## src/verilog/trib_irq_pkg.sv

```systemverilog
package trib_irq_pkg;
	// Number of tributary slices served by the aggregator
	localparam int SLICE_N = 3;
	// Register indices; the byte address is four times the index
	localparam logic [5:0] IDX_PAYLOAD_MF_EN = 6'h07;
	localparam logic [5:0] IDX_PAYLOAD_STATUS = 6'h08;
	localparam logic [5:0] IDX_CHANGE_FLAGS = 6'h09;
	localparam logic [5:0] IDX_OVH_TRACE_EN = 6'h0A;
	localparam logic [5:0] IDX_OVH_TRACE_STATUS = 6'h0B;
	localparam logic [5:0] IDX_MODE_CTRL = 6'h10;
	// Field positions inside the 8-bit registers
	localparam int PEND_LSB = 0;
	localparam int LIVE_LSB = 3;
	localparam int CHANGE_LSB = 3;
	localparam int PARITY_BIT = 7;
	localparam int KEEP_HIGH_LSB = 0;
	localparam int OVH_LSB = 0;
	localparam int TRACE_LSB = 3;
	localparam int PAY_EN_LSB = 0;
	localparam int MF_EN_LSB = 3;
	localparam int MODE_CONCAT_BIT = 0;
	localparam int MODE_PARITY_EN_BIT = 1;
	// Reset values
	localparam logic [2:0] KEEP_HIGH_RST = 3'h7;
	localparam logic [5:0] EN_RST = 6'h00;
	localparam logic [1:0] MODE_RST = 2'h0;
	localparam logic [7:0] READ_ZERO = 8'h00;
	// Bus answer sequencer, one-hot
	typedef enum logic [1:0] {
		BUS_IDLE = 2'b01,
		BUS_ANSWER = 2'b10
	} bus_state_t;
endpackage

```

## src/verilog/flag_if.sv

```systemverilog
`timescale 1ns/1ps
interface flag_if #(parameter int N = 3);
	logic ce; // Clock enable from the top
	logic [N-1:0] frame_loss; // Framer loss-of-multiframe levels
	logic parity_err; // Incoming parity error event
	logic [N-1:0] change_clr; // Clear mask for change flags
	logic parity_clr; // Clear for the parity flag
	logic [N-1:0] change; // Sticky change flags
	logic parity_flag; // Sticky parity flag
	logic [N-1:0] live; // Registered live loss state
	// Top side drives events and clears
	modport ctrl (output ce, frame_loss, parity_err, change_clr, parity_clr, input change, parity_flag, live);
	// Detector side owns the flags
	modport det (input ce, frame_loss, parity_err, change_clr, parity_clr, output change, parity_flag, live);
endinterface // flag_if

```

## src/verilog/mf_change_detector.sv

```systemverilog
`timescale 1ns/1ps
module mf_change_detector #(
	parameter int N = 3 // Slices watched
) (
	input wire logic clk_i, // Processing clock
	input wire logic rst_n_i, // Synchronised reset, active low
	flag_if.det f // Event and flag bundle
);
	logic [N-1:0] live_reg; // Framer state seen last cycle
	logic [N-1:0] change_reg; // Sticky change flags
	logic parity_reg; // Sticky parity flag

	// Track the framer state; this is also the live status bit
	always_ff @(posedge clk_i or negedge rst_n_i) begin
		if (!rst_n_i) begin
			live_reg <= '0;
		end else if (f.ce) begin
			live_reg <= f.frame_loss;
		end
	end

	// Entry and exit both differ from the stored state
	// A new edge wins over a clear in the same cycle
	always_ff @(posedge clk_i or negedge rst_n_i) begin
		if (!rst_n_i) begin
			change_reg <= '0;
		end else if (f.ce) begin
			change_reg <= (change_reg & ~f.change_clr) | (f.frame_loss ^ live_reg);
		end
	end

	// Parity error latches until the flag register is read
	always_ff @(posedge clk_i or negedge rst_n_i) begin
		if (!rst_n_i) begin
			parity_reg <= 1'b0;
		end else if (f.ce) begin
			parity_reg <= (parity_reg & ~f.parity_clr) | f.parity_err;
		end
	end

	assign f.live = live_reg;
	assign f.change = change_reg;
	assign f.parity_flag = parity_reg;
endmodule // mf_change_detector

```

## src/verilog/tributary_irq_aggregator.sv

```systemverilog
// The Avalon-MM slave port is this design's own decision.
`timescale 1ns/1ps
module tributary_irq_aggregator #(
	parameter int SLICES = trib_irq_pkg::SLICE_N // Slices per device
) (
	input wire logic CLOCK_I, // Processing clock
	input wire logic RST_B_I, // Asynchronous reset, active low
	input wire logic CE_I, // Clock enable, freezes all state except the reset synchroniser when low
	input wire logic [7:0] ADDRESS_I, // Avalon byte address
	input wire logic READ_I, // Avalon read request
	input wire logic WRITE_I, // Avalon write request
	input wire logic [3:0] BYTEENABLE_I, // Avalon byte enables
	input wire logic [31:0] WRITEDATA_I, // Avalon write data
	output logic [31:0] READDATA_O, // Avalon read data
	output logic WAITREQUEST_O, // Avalon wait request
	input wire logic [2:0] PAYLOAD_PEND_I, // Payload processor pending levels
	input wire logic [2:0] OVERHEAD_PEND_I, // Overhead processor pending levels
	input wire logic [2:0] TRACE_PEND_I, // Trace buffer pending levels
	input wire logic [2:0] FRAME_LOSS_I, // Framer loss-of-multiframe levels
	input wire logic PARITY_ERR_I, // Incoming parity error pulse
	output logic [2:0] MF_ALIGN_LOSS_O, // Loss state used for alignment
	output logic IRQ_OUT_N_O // Shared interrupt, active low
);
	// The register layout is fixed at three slices per byte field
	if (SLICES != 3) begin : g_slice_check
		$error("tributary_irq_aggregator serves exactly three slices");
	end

	// The flag register packs its parity bit into lane zero
	if (trib_irq_pkg::PARITY_BIT > 7) begin : g_field_check
		$error("tributary_irq_aggregator parity bit outside lane zero");
	end

	// Reset release through two flops; assertion stays asynchronous
	// so the block is quiet even while the clock is stopped
	logic rst_meta_reg; // First synchroniser stage
	logic rst_n_reg; // Released reset used everywhere else

	// Bus sequencer
	// Two states only: every access costs exactly one wait cycle while the clock enable stays high
	trib_irq_pkg::bus_state_t bus_state_reg; // Current bus state
	trib_irq_pkg::bus_state_t bus_state_next; // Next bus state
	logic [7:0] read_data_reg; // Read value captured at request start
	logic [5:0] reg_idx; // Register index from the byte address
	logic addr_ok; // Address is word aligned
	logic req; // Any request present
	logic accept; // Edge at which the request completes

	// Software-visible control
	// Only defined fields are stored, so unused bits always read zero
	logic [2:0] payload_en_reg; // Payload processor top-level enables
	logic [2:0] mf_en_reg; // Multiframe loss interrupt enables
	logic [2:0] overhead_en_reg; // Overhead processor enables
	logic [2:0] trace_en_reg; // Trace buffer enables
	logic [2:0] keep_high_reg; // Keep-high reserved bits
	logic concat_mode_reg; // Incoming concatenation mode
	logic parity_en_reg; // Parity interrupt enable

	// Sampled pending levels
	// The sub-blocks own these levels and clear them on their own reads
	logic [2:0] payload_pend_reg; // Payload pending
	logic [2:0] overhead_pend_reg; // Overhead pending
	logic [2:0] trace_pend_reg; // Trace pending

	// Outputs held in flops
	// so the pins never glitch while flags and enables change
	logic irq_n_reg; // Interrupt pin value
	logic [2:0] align_loss_reg; // Alignment loss per slice
	logic [4:0] irq_src; // Enabled source per class

	// Bundle toward the change detector
	// Events go in, sticky flags and live bits come back
	flag_if #(.N(3)) flags ();

	// Decoded write hits on lane zero
	// Unaligned addresses and a low lane-zero enable change nothing
	function automatic logic wr_hit(input logic [5:0] idx, input logic [5:0] want, input logic ok,
		input logic lane);
		wr_hit = ok && lane && (idx == want);
	endfunction

	// Async assert, clocked release of the reset
	// Only the second stage is read elsewhere; the first may be unsettled
	always_ff @(posedge CLOCK_I or negedge RST_B_I) begin
		if (!RST_B_I) begin
			rst_meta_reg <= 1'b0;
			rst_n_reg <= 1'b0;
		end else begin
			rst_meta_reg <= 1'b1;
			rst_n_reg <= rst_meta_reg;
		end
	end

	// Address decode; unaligned addresses are treated as unmapped
	// Upper byte lanes carry nothing and read as zero
	assign reg_idx = ADDRESS_I[7:2];
	assign addr_ok = (ADDRESS_I[1:0] == 2'b00);
	assign req = READ_I | WRITE_I;
	assign accept = (bus_state_reg == trib_irq_pkg::BUS_ANSWER) && req && CE_I;

	// Every request waits one cycle while the clock enable is high; the first cycle captures read data
	// Trades one cycle of latency for a read value taken from a flop
	always_comb begin
		bus_state_next = bus_state_reg;
		case (bus_state_reg)
			trib_irq_pkg::BUS_IDLE: begin
				// Start answering any request
				// Read data are captured on this same edge
				if (req) begin
					bus_state_next = trib_irq_pkg::BUS_ANSWER;
				end
			end
			trib_irq_pkg::BUS_ANSWER: begin
				// Request completes here
				// The master drops its request after this edge
				bus_state_next = trib_irq_pkg::BUS_IDLE;
			end
			default: begin
				// Recover from an illegal code
				bus_state_next = trib_irq_pkg::BUS_IDLE;
			end
		endcase
	end

	// Bus state register
	// Frozen with the clock enable like every other state flop except the reset synchroniser
	always_ff @(posedge CLOCK_I or negedge rst_n_reg) begin
		if (!rst_n_reg) begin
			bus_state_reg <= trib_irq_pkg::BUS_IDLE;
		end else if (CE_I) begin
			bus_state_reg <= bus_state_next;
		end
	end

	// During a request low only in the answer cycle, so the master samples it once
	// Combinational, so a low clock enable stretches the wait
	assign WAITREQUEST_O = req && !((bus_state_reg == trib_irq_pkg::BUS_ANSWER) && CE_I);

	// Register read multiplexer; unmapped reads return zero
	// The captured copy also decides which flags the read clears,
	// so software never loses an event it did not see
	always_ff @(posedge CLOCK_I or negedge rst_n_reg) begin
		if (!rst_n_reg) begin
			read_data_reg <= trib_irq_pkg::READ_ZERO;
		end else if (CE_I && READ_I && (bus_state_reg == trib_irq_pkg::BUS_IDLE)) begin
			read_data_reg <= trib_irq_pkg::READ_ZERO;
			if (addr_ok) begin
				case (reg_idx)
					trib_irq_pkg::IDX_PAYLOAD_MF_EN: begin
						// Payload and multiframe enables
						read_data_reg[trib_irq_pkg::PAY_EN_LSB +: 3] <= payload_en_reg;
						read_data_reg[trib_irq_pkg::MF_EN_LSB +: 3] <= mf_en_reg;
					end
					trib_irq_pkg::IDX_PAYLOAD_STATUS: begin
						// Read-only payload pending and live loss
						// Live bits are raw framer state even when concatenated
						read_data_reg[trib_irq_pkg::PEND_LSB +: 3] <= payload_pend_reg;
						read_data_reg[trib_irq_pkg::LIVE_LSB +: 3] <= flags.live;
					end
					trib_irq_pkg::IDX_CHANGE_FLAGS: begin
						// Sticky flags plus keep-high bits
						// Bit 6 stays zero
						read_data_reg[trib_irq_pkg::PARITY_BIT] <= flags.parity_flag;
						read_data_reg[trib_irq_pkg::CHANGE_LSB +: 3] <= flags.change;
						read_data_reg[trib_irq_pkg::KEEP_HIGH_LSB +: 3] <= keep_high_reg;
					end
					trib_irq_pkg::IDX_OVH_TRACE_EN: begin
						// Overhead and trace enables
						read_data_reg[trib_irq_pkg::OVH_LSB +: 3] <= overhead_en_reg;
						read_data_reg[trib_irq_pkg::TRACE_LSB +: 3] <= trace_en_reg;
					end
					trib_irq_pkg::IDX_OVH_TRACE_STATUS: begin
						// Overhead and trace pending, reported even when masked
						read_data_reg[trib_irq_pkg::OVH_LSB +: 3] <= overhead_pend_reg;
						read_data_reg[trib_irq_pkg::TRACE_LSB +: 3] <= trace_pend_reg;
					end
					trib_irq_pkg::IDX_MODE_CTRL: begin
						// Mode and parity enable
						read_data_reg[trib_irq_pkg::MODE_CONCAT_BIT] <= concat_mode_reg;
						read_data_reg[trib_irq_pkg::MODE_PARITY_EN_BIT] <= parity_en_reg;
					end
					default: begin
						// Unmapped index reads zero
						read_data_reg <= trib_irq_pkg::READ_ZERO;
					end
				endcase
			end
		end
	end

	// Eight-bit registers sit in lane zero
	assign READDATA_O = {24'h000000, read_data_reg};

	// Payload and multiframe enable register
	// Enables mask only the pin; status bits report regardless
	always_ff @(posedge CLOCK_I or negedge rst_n_reg) begin
		if (!rst_n_reg) begin
			payload_en_reg <= trib_irq_pkg::EN_RST[2:0];
			mf_en_reg <= trib_irq_pkg::EN_RST[5:3];
		end else if (accept && WRITE_I && wr_hit(reg_idx, trib_irq_pkg::IDX_PAYLOAD_MF_EN, addr_ok,
			BYTEENABLE_I[0])) begin
			payload_en_reg <= WRITEDATA_I[trib_irq_pkg::PAY_EN_LSB +: 3];
			mf_en_reg <= WRITEDATA_I[trib_irq_pkg::MF_EN_LSB +: 3];
		end
	end

	// Keep-high bits are the only writable part of the flag register
	// They steer nothing inside; software is asked to keep them set
	always_ff @(posedge CLOCK_I or negedge rst_n_reg) begin
		if (!rst_n_reg) begin
			keep_high_reg <= trib_irq_pkg::KEEP_HIGH_RST;
		end else if (accept && WRITE_I && wr_hit(reg_idx, trib_irq_pkg::IDX_CHANGE_FLAGS, addr_ok,
			BYTEENABLE_I[0])) begin
			keep_high_reg <= WRITEDATA_I[trib_irq_pkg::KEEP_HIGH_LSB +: 3];
		end
	end

	// Overhead and trace enable register
	// Bits 7 and 6 are not stored and read back as zero
	always_ff @(posedge CLOCK_I or negedge rst_n_reg) begin
		if (!rst_n_reg) begin
			overhead_en_reg <= trib_irq_pkg::EN_RST[2:0];
			trace_en_reg <= trib_irq_pkg::EN_RST[5:3];
		end else if (accept && WRITE_I && wr_hit(reg_idx, trib_irq_pkg::IDX_OVH_TRACE_EN, addr_ok,
			BYTEENABLE_I[0])) begin
			overhead_en_reg <= WRITEDATA_I[trib_irq_pkg::OVH_LSB +: 3];
			trace_en_reg <= WRITEDATA_I[trib_irq_pkg::TRACE_LSB +: 3];
		end
	end

	// Mode register: concatenation and parity enable
	// Concatenation only steers the alignment outputs; live bits and
	// change detection always use the raw per-slice framer levels
	always_ff @(posedge CLOCK_I or negedge rst_n_reg) begin
		if (!rst_n_reg) begin
			concat_mode_reg <= trib_irq_pkg::MODE_RST[trib_irq_pkg::MODE_CONCAT_BIT];
			parity_en_reg <= trib_irq_pkg::MODE_RST[trib_irq_pkg::MODE_PARITY_EN_BIT];
		end else if (accept && WRITE_I && wr_hit(reg_idx, trib_irq_pkg::IDX_MODE_CTRL, addr_ok,
			BYTEENABLE_I[0])) begin
			concat_mode_reg <= WRITEDATA_I[trib_irq_pkg::MODE_CONCAT_BIT];
			parity_en_reg <= WRITEDATA_I[trib_irq_pkg::MODE_PARITY_EN_BIT];
		end
	end

	// Sample the sub-block pending levels; they only rise for
	// interrupts that the sub-block itself has enabled
	// One flop here adds one edge to the pending-to-pin path
	// Masked sources are sampled too, so status reads show them
	always_ff @(posedge CLOCK_I or negedge rst_n_reg) begin
		if (!rst_n_reg) begin
			payload_pend_reg <= 3'h0;
			overhead_pend_reg <= 3'h0;
			trace_pend_reg <= 3'h0;
		end else if (CE_I) begin
			payload_pend_reg <= PAYLOAD_PEND_I;
			overhead_pend_reg <= OVERHEAD_PEND_I;
			trace_pend_reg <= TRACE_PEND_I;
		end
	end

	// Drive the detector bundle
	// The clock enable travels with the bundle to freeze the flags too
	// Each high cycle of the parity input counts as one event
	assign flags.ce = CE_I;
	assign flags.frame_loss = FRAME_LOSS_I;
	assign flags.parity_err = PARITY_ERR_I;

	// Clear only the flags that the completing read actually returned,
	// so an edge arriving after the capture is not swallowed
	// Only a completing read of the flag register clears anything
	always_comb begin
		flags.change_clr = 3'h0;
		flags.parity_clr = 1'b0;
		if (accept && READ_I && addr_ok && (reg_idx == trib_irq_pkg::IDX_CHANGE_FLAGS)) begin
			flags.change_clr = read_data_reg[trib_irq_pkg::CHANGE_LSB +: 3];
			flags.parity_clr = read_data_reg[trib_irq_pkg::PARITY_BIT];
		end
	end

	// Change and parity flag keeper
	// Set and clear priority lives in one place, inside the detector
	mf_change_detector #(.N(3)) u_detector (
		.clk_i(CLOCK_I),
		.rst_n_i(rst_n_reg),
		.f(flags.det)
	);

	// Gather the enabled sources per class; a masked source stays
	// visible in its status register and only stays off the pin
	always_comb begin
		irq_src = 5'h00;
		irq_src[0] = |(payload_pend_reg & payload_en_reg);
		irq_src[1] = |(overhead_pend_reg & overhead_en_reg);
		irq_src[2] = |(trace_pend_reg & trace_en_reg);
		irq_src[3] = |(flags.change & mf_en_reg);
		irq_src[4] = flags.parity_flag & parity_en_reg;
	end

	// Shared interrupt: low while any enabled source is flagged
	always_ff @(posedge CLOCK_I or negedge rst_n_reg) begin
		if (!rst_n_reg) begin
			irq_n_reg <= 1'b1;
		end else if (CE_I) begin
			irq_n_reg <= ~(|irq_src);
		end
	end

	// Active low at the pin, released high out of reset
	assign IRQ_OUT_N_O = irq_n_reg;

	// In concat mode every slice follows the slice-one framer;
	// software should then keep slice two and three enables low
	// Alignment loss lags the framer input by two edges
	always_ff @(posedge CLOCK_I or negedge rst_n_reg) begin
		if (!rst_n_reg) begin
			align_loss_reg <= 3'h0;
		end else if (CE_I) begin
			align_loss_reg <= concat_mode_reg ? {3{flags.live[0]}} : flags.live;
		end
	end

	// Straight from the flop
	assign MF_ALIGN_LOSS_O = align_loss_reg;
endmodule // tributary_irq_aggregator

```

## config.mk

```make
export PLATFORM = sky130hd
export DESIGN_NAME = tributary_irq_aggregator
export DESIGN_NICKNAME = d
export VERILOG_FILES = /design/src/verilog/trib_irq_pkg.sv /design/src/verilog/flag_if.sv /design/src/verilog/mf_change_detector.sv /design/src/verilog/tributary_irq_aggregator.sv
export SDC_FILE = /design/constraint.sdc
export NUM_CORES = 1
export LEC_CHECK = 0
export BUFFER_PORTS_ARGS = -buffer_cell sky130_fd_sc_hd__buf_4
export CAP_MARGIN = 20
export CORE_UTILIZATION = 45
export CTS_BUF_LIST = sky130_fd_sc_hd__clkbuf_4 sky130_fd_sc_hd__clkbuf_8
export CTS_CLUSTER_SIZE = 40
export DETAILED_ROUTE_END_ITERATION = 8
export GPL_TIMING_DRIVEN = 0
export PLACE_DENSITY = 0.78
export SKIP_CTS_REPAIR_TIMING = 1
export SYNTH_ARGS = -nofsm -noshare
export SYNTH_HDL_FRONTEND = slang
export SYNTH_HIERARCHICAL = 1
export SYNTH_SLANG_ARGS = --single-unit
```

## constraint.sdc

```tcl
create_clock -name CLOCK_I -period 1.9 [get_ports CLOCK_I]
set_clock_uncertainty 0.1 [all_clocks]
set_input_delay 0.19 -clock CLOCK_I [delete_from_list [all_inputs] [get_ports CLOCK_I]]
set_output_delay 0.19 -clock CLOCK_I [all_outputs]
set_load 0.005 [all_outputs]
```

Word level (Yosys, flattened, before mapping) --
Index checks and enable logic that the tools add are counted.
Word-level totals: register bits 49, bits of input ports 62, output and inout port bits 37, word-level logic and storage cells 74
Operators by class: eq/ne operators 9, mux-type cells 9, bitwise logic cells 14, reductions and logical operators 23
Operator list (number):
- 6-bit by 4-bit equality test with 1-bit output, second input constant | 4
- 4-bit one-hot mux with 5 select lines | 1
- 1-bit logical AND | 19
- 3-bit bitwise AND | 5
- 13-bit OR reduction | 1
- 2-bit one-hot mux with 6 select lines | 1
- 8-bit two-way mux | 1
- 6-bit by 3-bit equality test with 1-bit output, second input constant | 1
- 6-bit by 5-bit equality test with 1-bit output, second input constant | 1
- 3-bit two-way mux | 2
- 2-bit two-way mux | 2
- 3-bit NOT | 1
- 3-bit OR | 1
- 3-bit bitwise XOR | 1
- 1-bit bitwise AND | 2
- 2-bit by 1-bit equality test with 1-bit output, second input constant | 1
- 2-bit equality test, second input constant | 1
- 2-bit logical NOT | 1
- 1-bit two-way mux | 2
- 2-bit != test, second input constant | 1
- 1-bit NOT | 2
- 1-bit OR | 2
- 2-bit AND reduction | 1
- 1-bit logical NOT | 1

Logic depth before layout (Yosys ltp) --
depth in word-level cells 10, gate-level depth with buffers 7, mapped depth without buffers 6

By module --
The synthesis kept the hierarchy.
Modules (own cells, without submodules):
- tributary_irq_aggregator | instances 1, cells each 180, area each 2169.6 µm², seq. area each 1032.2 µm²
- mf_change_detector | instances 1, cells each 22, area each 304.0 µm², seq. area each 175.2 µm²

Worst setup path before layout --
No wires, ideal clock.
path kind in2reg, from in ADDRESS_I[4], to reg u_detector.parity_reg, in the netlist u_detector/f.parity_flag, library setup time 0.121 ns, arrival 1.505 ns, data required time 1.679 ns, path slack 0.174 ns, stages on the path 6, buffers on the path 0, cell sequence or4b_4 nor3b_4 and3_1 and2_1 nand2_1 a22o_1
On the way: longest elaborated chain between the ends 6
RTL lines:
- from (decl) | line tributary_irq_aggregator.sv:9 | input wire logic [7:0] ADDRESS_I,
- 6-bit by 4-bit equality test with 1-bit output | line tributary_irq_aggregator.sv:274 | if (accept && READ_I && addr_ok && (reg_idx == trib_irq_pkg::IDX_CHANGE_FLAGS)) begin
- 1-bit logical AND | line tributary_irq_aggregator.sv:274
- 1-bit two-way mux | line tributary_irq_aggregator.sv:274
- net flags.parity_clr | line flag_if.sv:7 | logic parity_clr;
- 1-bit NOT | line mf_change_detector.sv:37 | parity_reg <= (parity_reg & ~f.parity_clr) | f.parity_err;
- 1-bit bitwise AND | line mf_change_detector.sv:37
- 1-bit OR | line mf_change_detector.sv:37
- to (signal assigned) | line mf_change_detector.sv:37
- to (decl) | line mf_change_detector.sv:11 | logic parity_reg;
The timed path passes the listed nets, and every way through them passes these cells. A chain may end at the register's enable or synchronous reset.

Worst setup path in the final report --
from reg bus_state_reg[0], to reg overhead_en_reg[1]
On the way: longest elaborated chain between the ends 5
RTL lines:
- from (decl) | line tributary_irq_aggregator.sv:41 | trib_irq_pkg::bus_state_t bus_state_reg;
- from (signal assigned) | line tributary_irq_aggregator.sv:129 | bus_state_reg <= trib_irq_pkg::BUS_IDLE;
- from (signal assigned) | line tributary_irq_aggregator.sv:131 | bus_state_reg <= bus_state_next;
- 2-bit equality test | line tributary_irq_aggregator.sv:99 | assign accept = (bus_state_reg == trib_irq_pkg::BUS_ANSWER) && req && CE_I;
- 1-bit logical AND (2 in a row) | line tributary_irq_aggregator.sv:99
- 1-bit logical AND (2 in a row) | line tributary_irq_aggregator.sv:224 | end else if (accept && WRITE_I && wr_hit(reg_idx, trib_irq_pkg::IDX_OVH_TRACE_EN, addr_ok,
- to (signal assigned) | line tributary_irq_aggregator.sv:222 | overhead_en_reg <= trib_irq_pkg::EN_RST[2:0];
- to (signal assigned) | line tributary_irq_aggregator.sv:226 | overhead_en_reg <= WRITEDATA_I[trib_irq_pkg::OVH_LSB +: 3];
- to (decl) | line tributary_irq_aggregator.sv:53 | logic [2:0] overhead_en_reg;
No other way between the ends.

==> results.py <==
metrics = {
    "status": {
        "outcome": "finished, final reports clean",
    },
    "final_layout": {
        "fin_nets": 341,
        "synthToLayoutAreaGrowth_pct": 26.6,
        "antenna_cells": 0,
        "final_area_um2": 3130,
        "post-route-util": 0.601,
        "drive_gt1_frac": 0.475,
        "largest_reg_flops": 7,
    },
    "worst_setup_path": {
        "arrival_ns": 1.89,
        "critPathLaunchType": "register",
        "crit_path_max_fanout": 6,
        "required_ns": 1.99,
        "path_class": "reg2reg",
        "reg2reg_slack_ns": 0.10,
        "end_kind": "register",
    },
    "clock_tree": {
        "cts_buffers": 5,
        "cts_buffer_depth": 2,
        "h-tree-depth": 2,
        "clk_latency_ns": 0.30,
        "cts_tree": "built",
        "root_buffer": "clkbuf_8",
        "clk_transition_reported_paths_ns": 0.09,
        "clock-sinks": 48,
    },
    "logic_synthesis": {
        "synth_edf_count": 0,
        "ys_seq_area_frac": 0.488,
        "synth_compound_area_frac": 0.0860,
        "synthSimpleGateAreaFrac": 0.116,
        "synth_area_um2": 2470,
        "synthMuxAreaShare": 0.202,
        "synth_top_family_by_area": "multiplexers",
        "synth_area_per_cell_um2": 12.2,
        "synthArstFlopShare": 1.00,
        "yosys.area_share.adder": 0,
        "synth_xor_area_frac": 0.0106,
        "yosysWarnings": 6,
        "syn-instance-count": 202,
        "ys.flop_type": "dfrtp_1",
        "ys_ff_latch": 48,
        "ys_types": 40,
    },
    "timing": {
        "max_freq_mhz": 557,
        "fin_crit_sh": 0.945,
        "period_needed_ns": 1.80,
        "maxSlewHeadroom": 0.621,
        "final_max_slew_viol_count": 0,
        "setup_ws_ns": 0.105,
        "setup_viol": 0,
        "hold_viol_final": 0,
        "rsz0062_at_grt": "no",
        "worstMarginPinSlew_ns": 0.569,
    },
    "power": {
        "p_total_mw": 2.10,
        "leakage_nw": 1.53,
        "irDropWorstVdd_uv": 484,
        "power_density_nw_per_um2": 672,
    },
    "route": {
        "detail_route.wl_per_cell_um": 15.1,
        "drc": 0,
        "via_per_inst": 5.09,
        "dr.pass1.iters": 4,
        "ant_nets": 0,
        "num_vias": 1782,
        "drt_wl_total_mm": 5.29,
        "drtIter0Drc": 123,
    },
    "global_route": {
        "grt_max_degree": 35,
        "antenna_found_initial": 0,
        "gr-total-overflow": 0,
        "grtUsageTotal": 0.191,
        "grt_pass1_wl_mm": 8.63,
        "grt_pass1_vias": 1735,
    },
    "placed_design": {
        "dpl.hpwl_mm": 3.94,
        "routabilityCongestion": 0.878,
        "place_ws_ns": -0.245,
        "dpl_cell_area_um2": 3000,
        "io_buffers": 44,
    },
    "floorplanning": {
        "die_area_um2": 5800,
        "die_h_um": 76.1,
        "start_util": 0.475,
        "rows": 26,
        "io_pins": 99,
        "die_width_um": 76.1,
        "core_area_um2": 5200,
    },
    "run": {
        "maxCapViolCount": 0,
    },
    "worst_hold_path": {
        "min_path_type": "in2reg",
    },
}
-- cell type report --
type                    count  area, µm²
clock buffers               6       82.6
clock inverters             2       15.0
plain buffers              32        225
multi-input cells         144       1140
repair buffers             46        360
well taps                  70       87.6
inverters                   2       7.51
flip-flops and latches     48       1210
fillers                   461       2070
-- through the flow --
stage	TNS, ns	instances	hold WS, ns
2_1_floorplan	0	226	-0.206
3_3_place_gp	-6.06	340	-0.127
3_5_place_dp	-1.65	341	-0.127
4_1_cts	-0.700	349	-0.467
5_1_grt	0	350	0.00787
6_report	0	350	0.00860
-- cells by family after synthesis --
group / count (synthesis)
compound gates: 28
xor+xnor: 3
buf+inv: 34
flops: 48
mux: 38
other cells: 2
simple gates: 49
-- critical path, cell delays in order, from the launching register on --
cell	delay [ns]
dfstp_2	0.39
nand3b_1	0.23
nor3_4	0.30
nand4b_2	0.29
mux2_2	0.36
-- synth_stat cells, drive strengths merged (3+ instances only) --
| cell | n | share of area |
|---|---|---|
| dfrtp | 43 | 0.44 |
| nand2 | 18 | 0.028 |
| nor2 | 9 | 0.014 |
| buf | 30 | 0.088 |
| nand4b | 3 | 0.013 |
| a22oi | 10 | 0.030 |
| and2 | 4 | 0.010 |
| a21oi | 5 | 0.010 |
| mux2 | 31 | 0.15 |
| dfstp | 5 | 0.053 |
| mux4 | 5 | 0.046 |
| xor2 | 3 | 0.011 |
| nor3 | 4 | 0.013 |
| a22o | 6 | 0.021 |
-- power by group --
group / switching, mW / internal [mW] / leakage [nW] / total, mW
Combinational: 0.133 / 0.187 / 0.898 / 0.320
Clock: 0.353 / 0.295 / 0.0434 / 0.648
Sequential: 0.0537 / 1.08 / 0.589 / 1.13
Total: 0.539 / 1.56 / 1.53 / 2.10
-- placed cells by master, fill, tap and decap left out, types with 4 or more instances in the layout --
cell type / count
clkbuf_8: 6
nor2_1: 9
a22o_1: 6
mux2_4: 5
dfrtp_1: 42
conb_1: 26
and2_1: 4
nand2_1: 17
a21oi_1: 5
a22oi_1: 10
mux4_2: 5
buf_4: 69
mux2_2: 26
dfstp_2: 5
-- routing by layer --
| layer | wire, µm | up-vias | track usage |
|---|---|---|---|
| met5 | 0 | - | 0 |
| met4 | 67 | 0 | 0.0635 |
| met3 | 375 | 8 | 0.0491 |
| met2 | 2580 | 81 | 0.317 |
| met1 | 2270 | 853 | 0.242 |
| li1 | - | 840 | - |
-- worst paths after layout --
check                                   from                  end  cells after the start
setup / recovery            bus_state_reg[0]   overhead_en_reg[1]                      4
hold / removal             PAYLOAD_PEND_I[0]  payload_pend_reg[0]                      2
setup reg to reg            bus_state_reg[0]   overhead_en_reg[1]                      4
hold reg to reg                    rst_n_reg   MF_ALIGN_LOSS_O[0]                      0
max in group asynchronous          rst_n_reg     bus_state_reg[0]                      1
min in group asynchronous          rst_n_reg   MF_ALIGN_LOSS_O[0]                      0
Power figures use the tool's default switching activity.
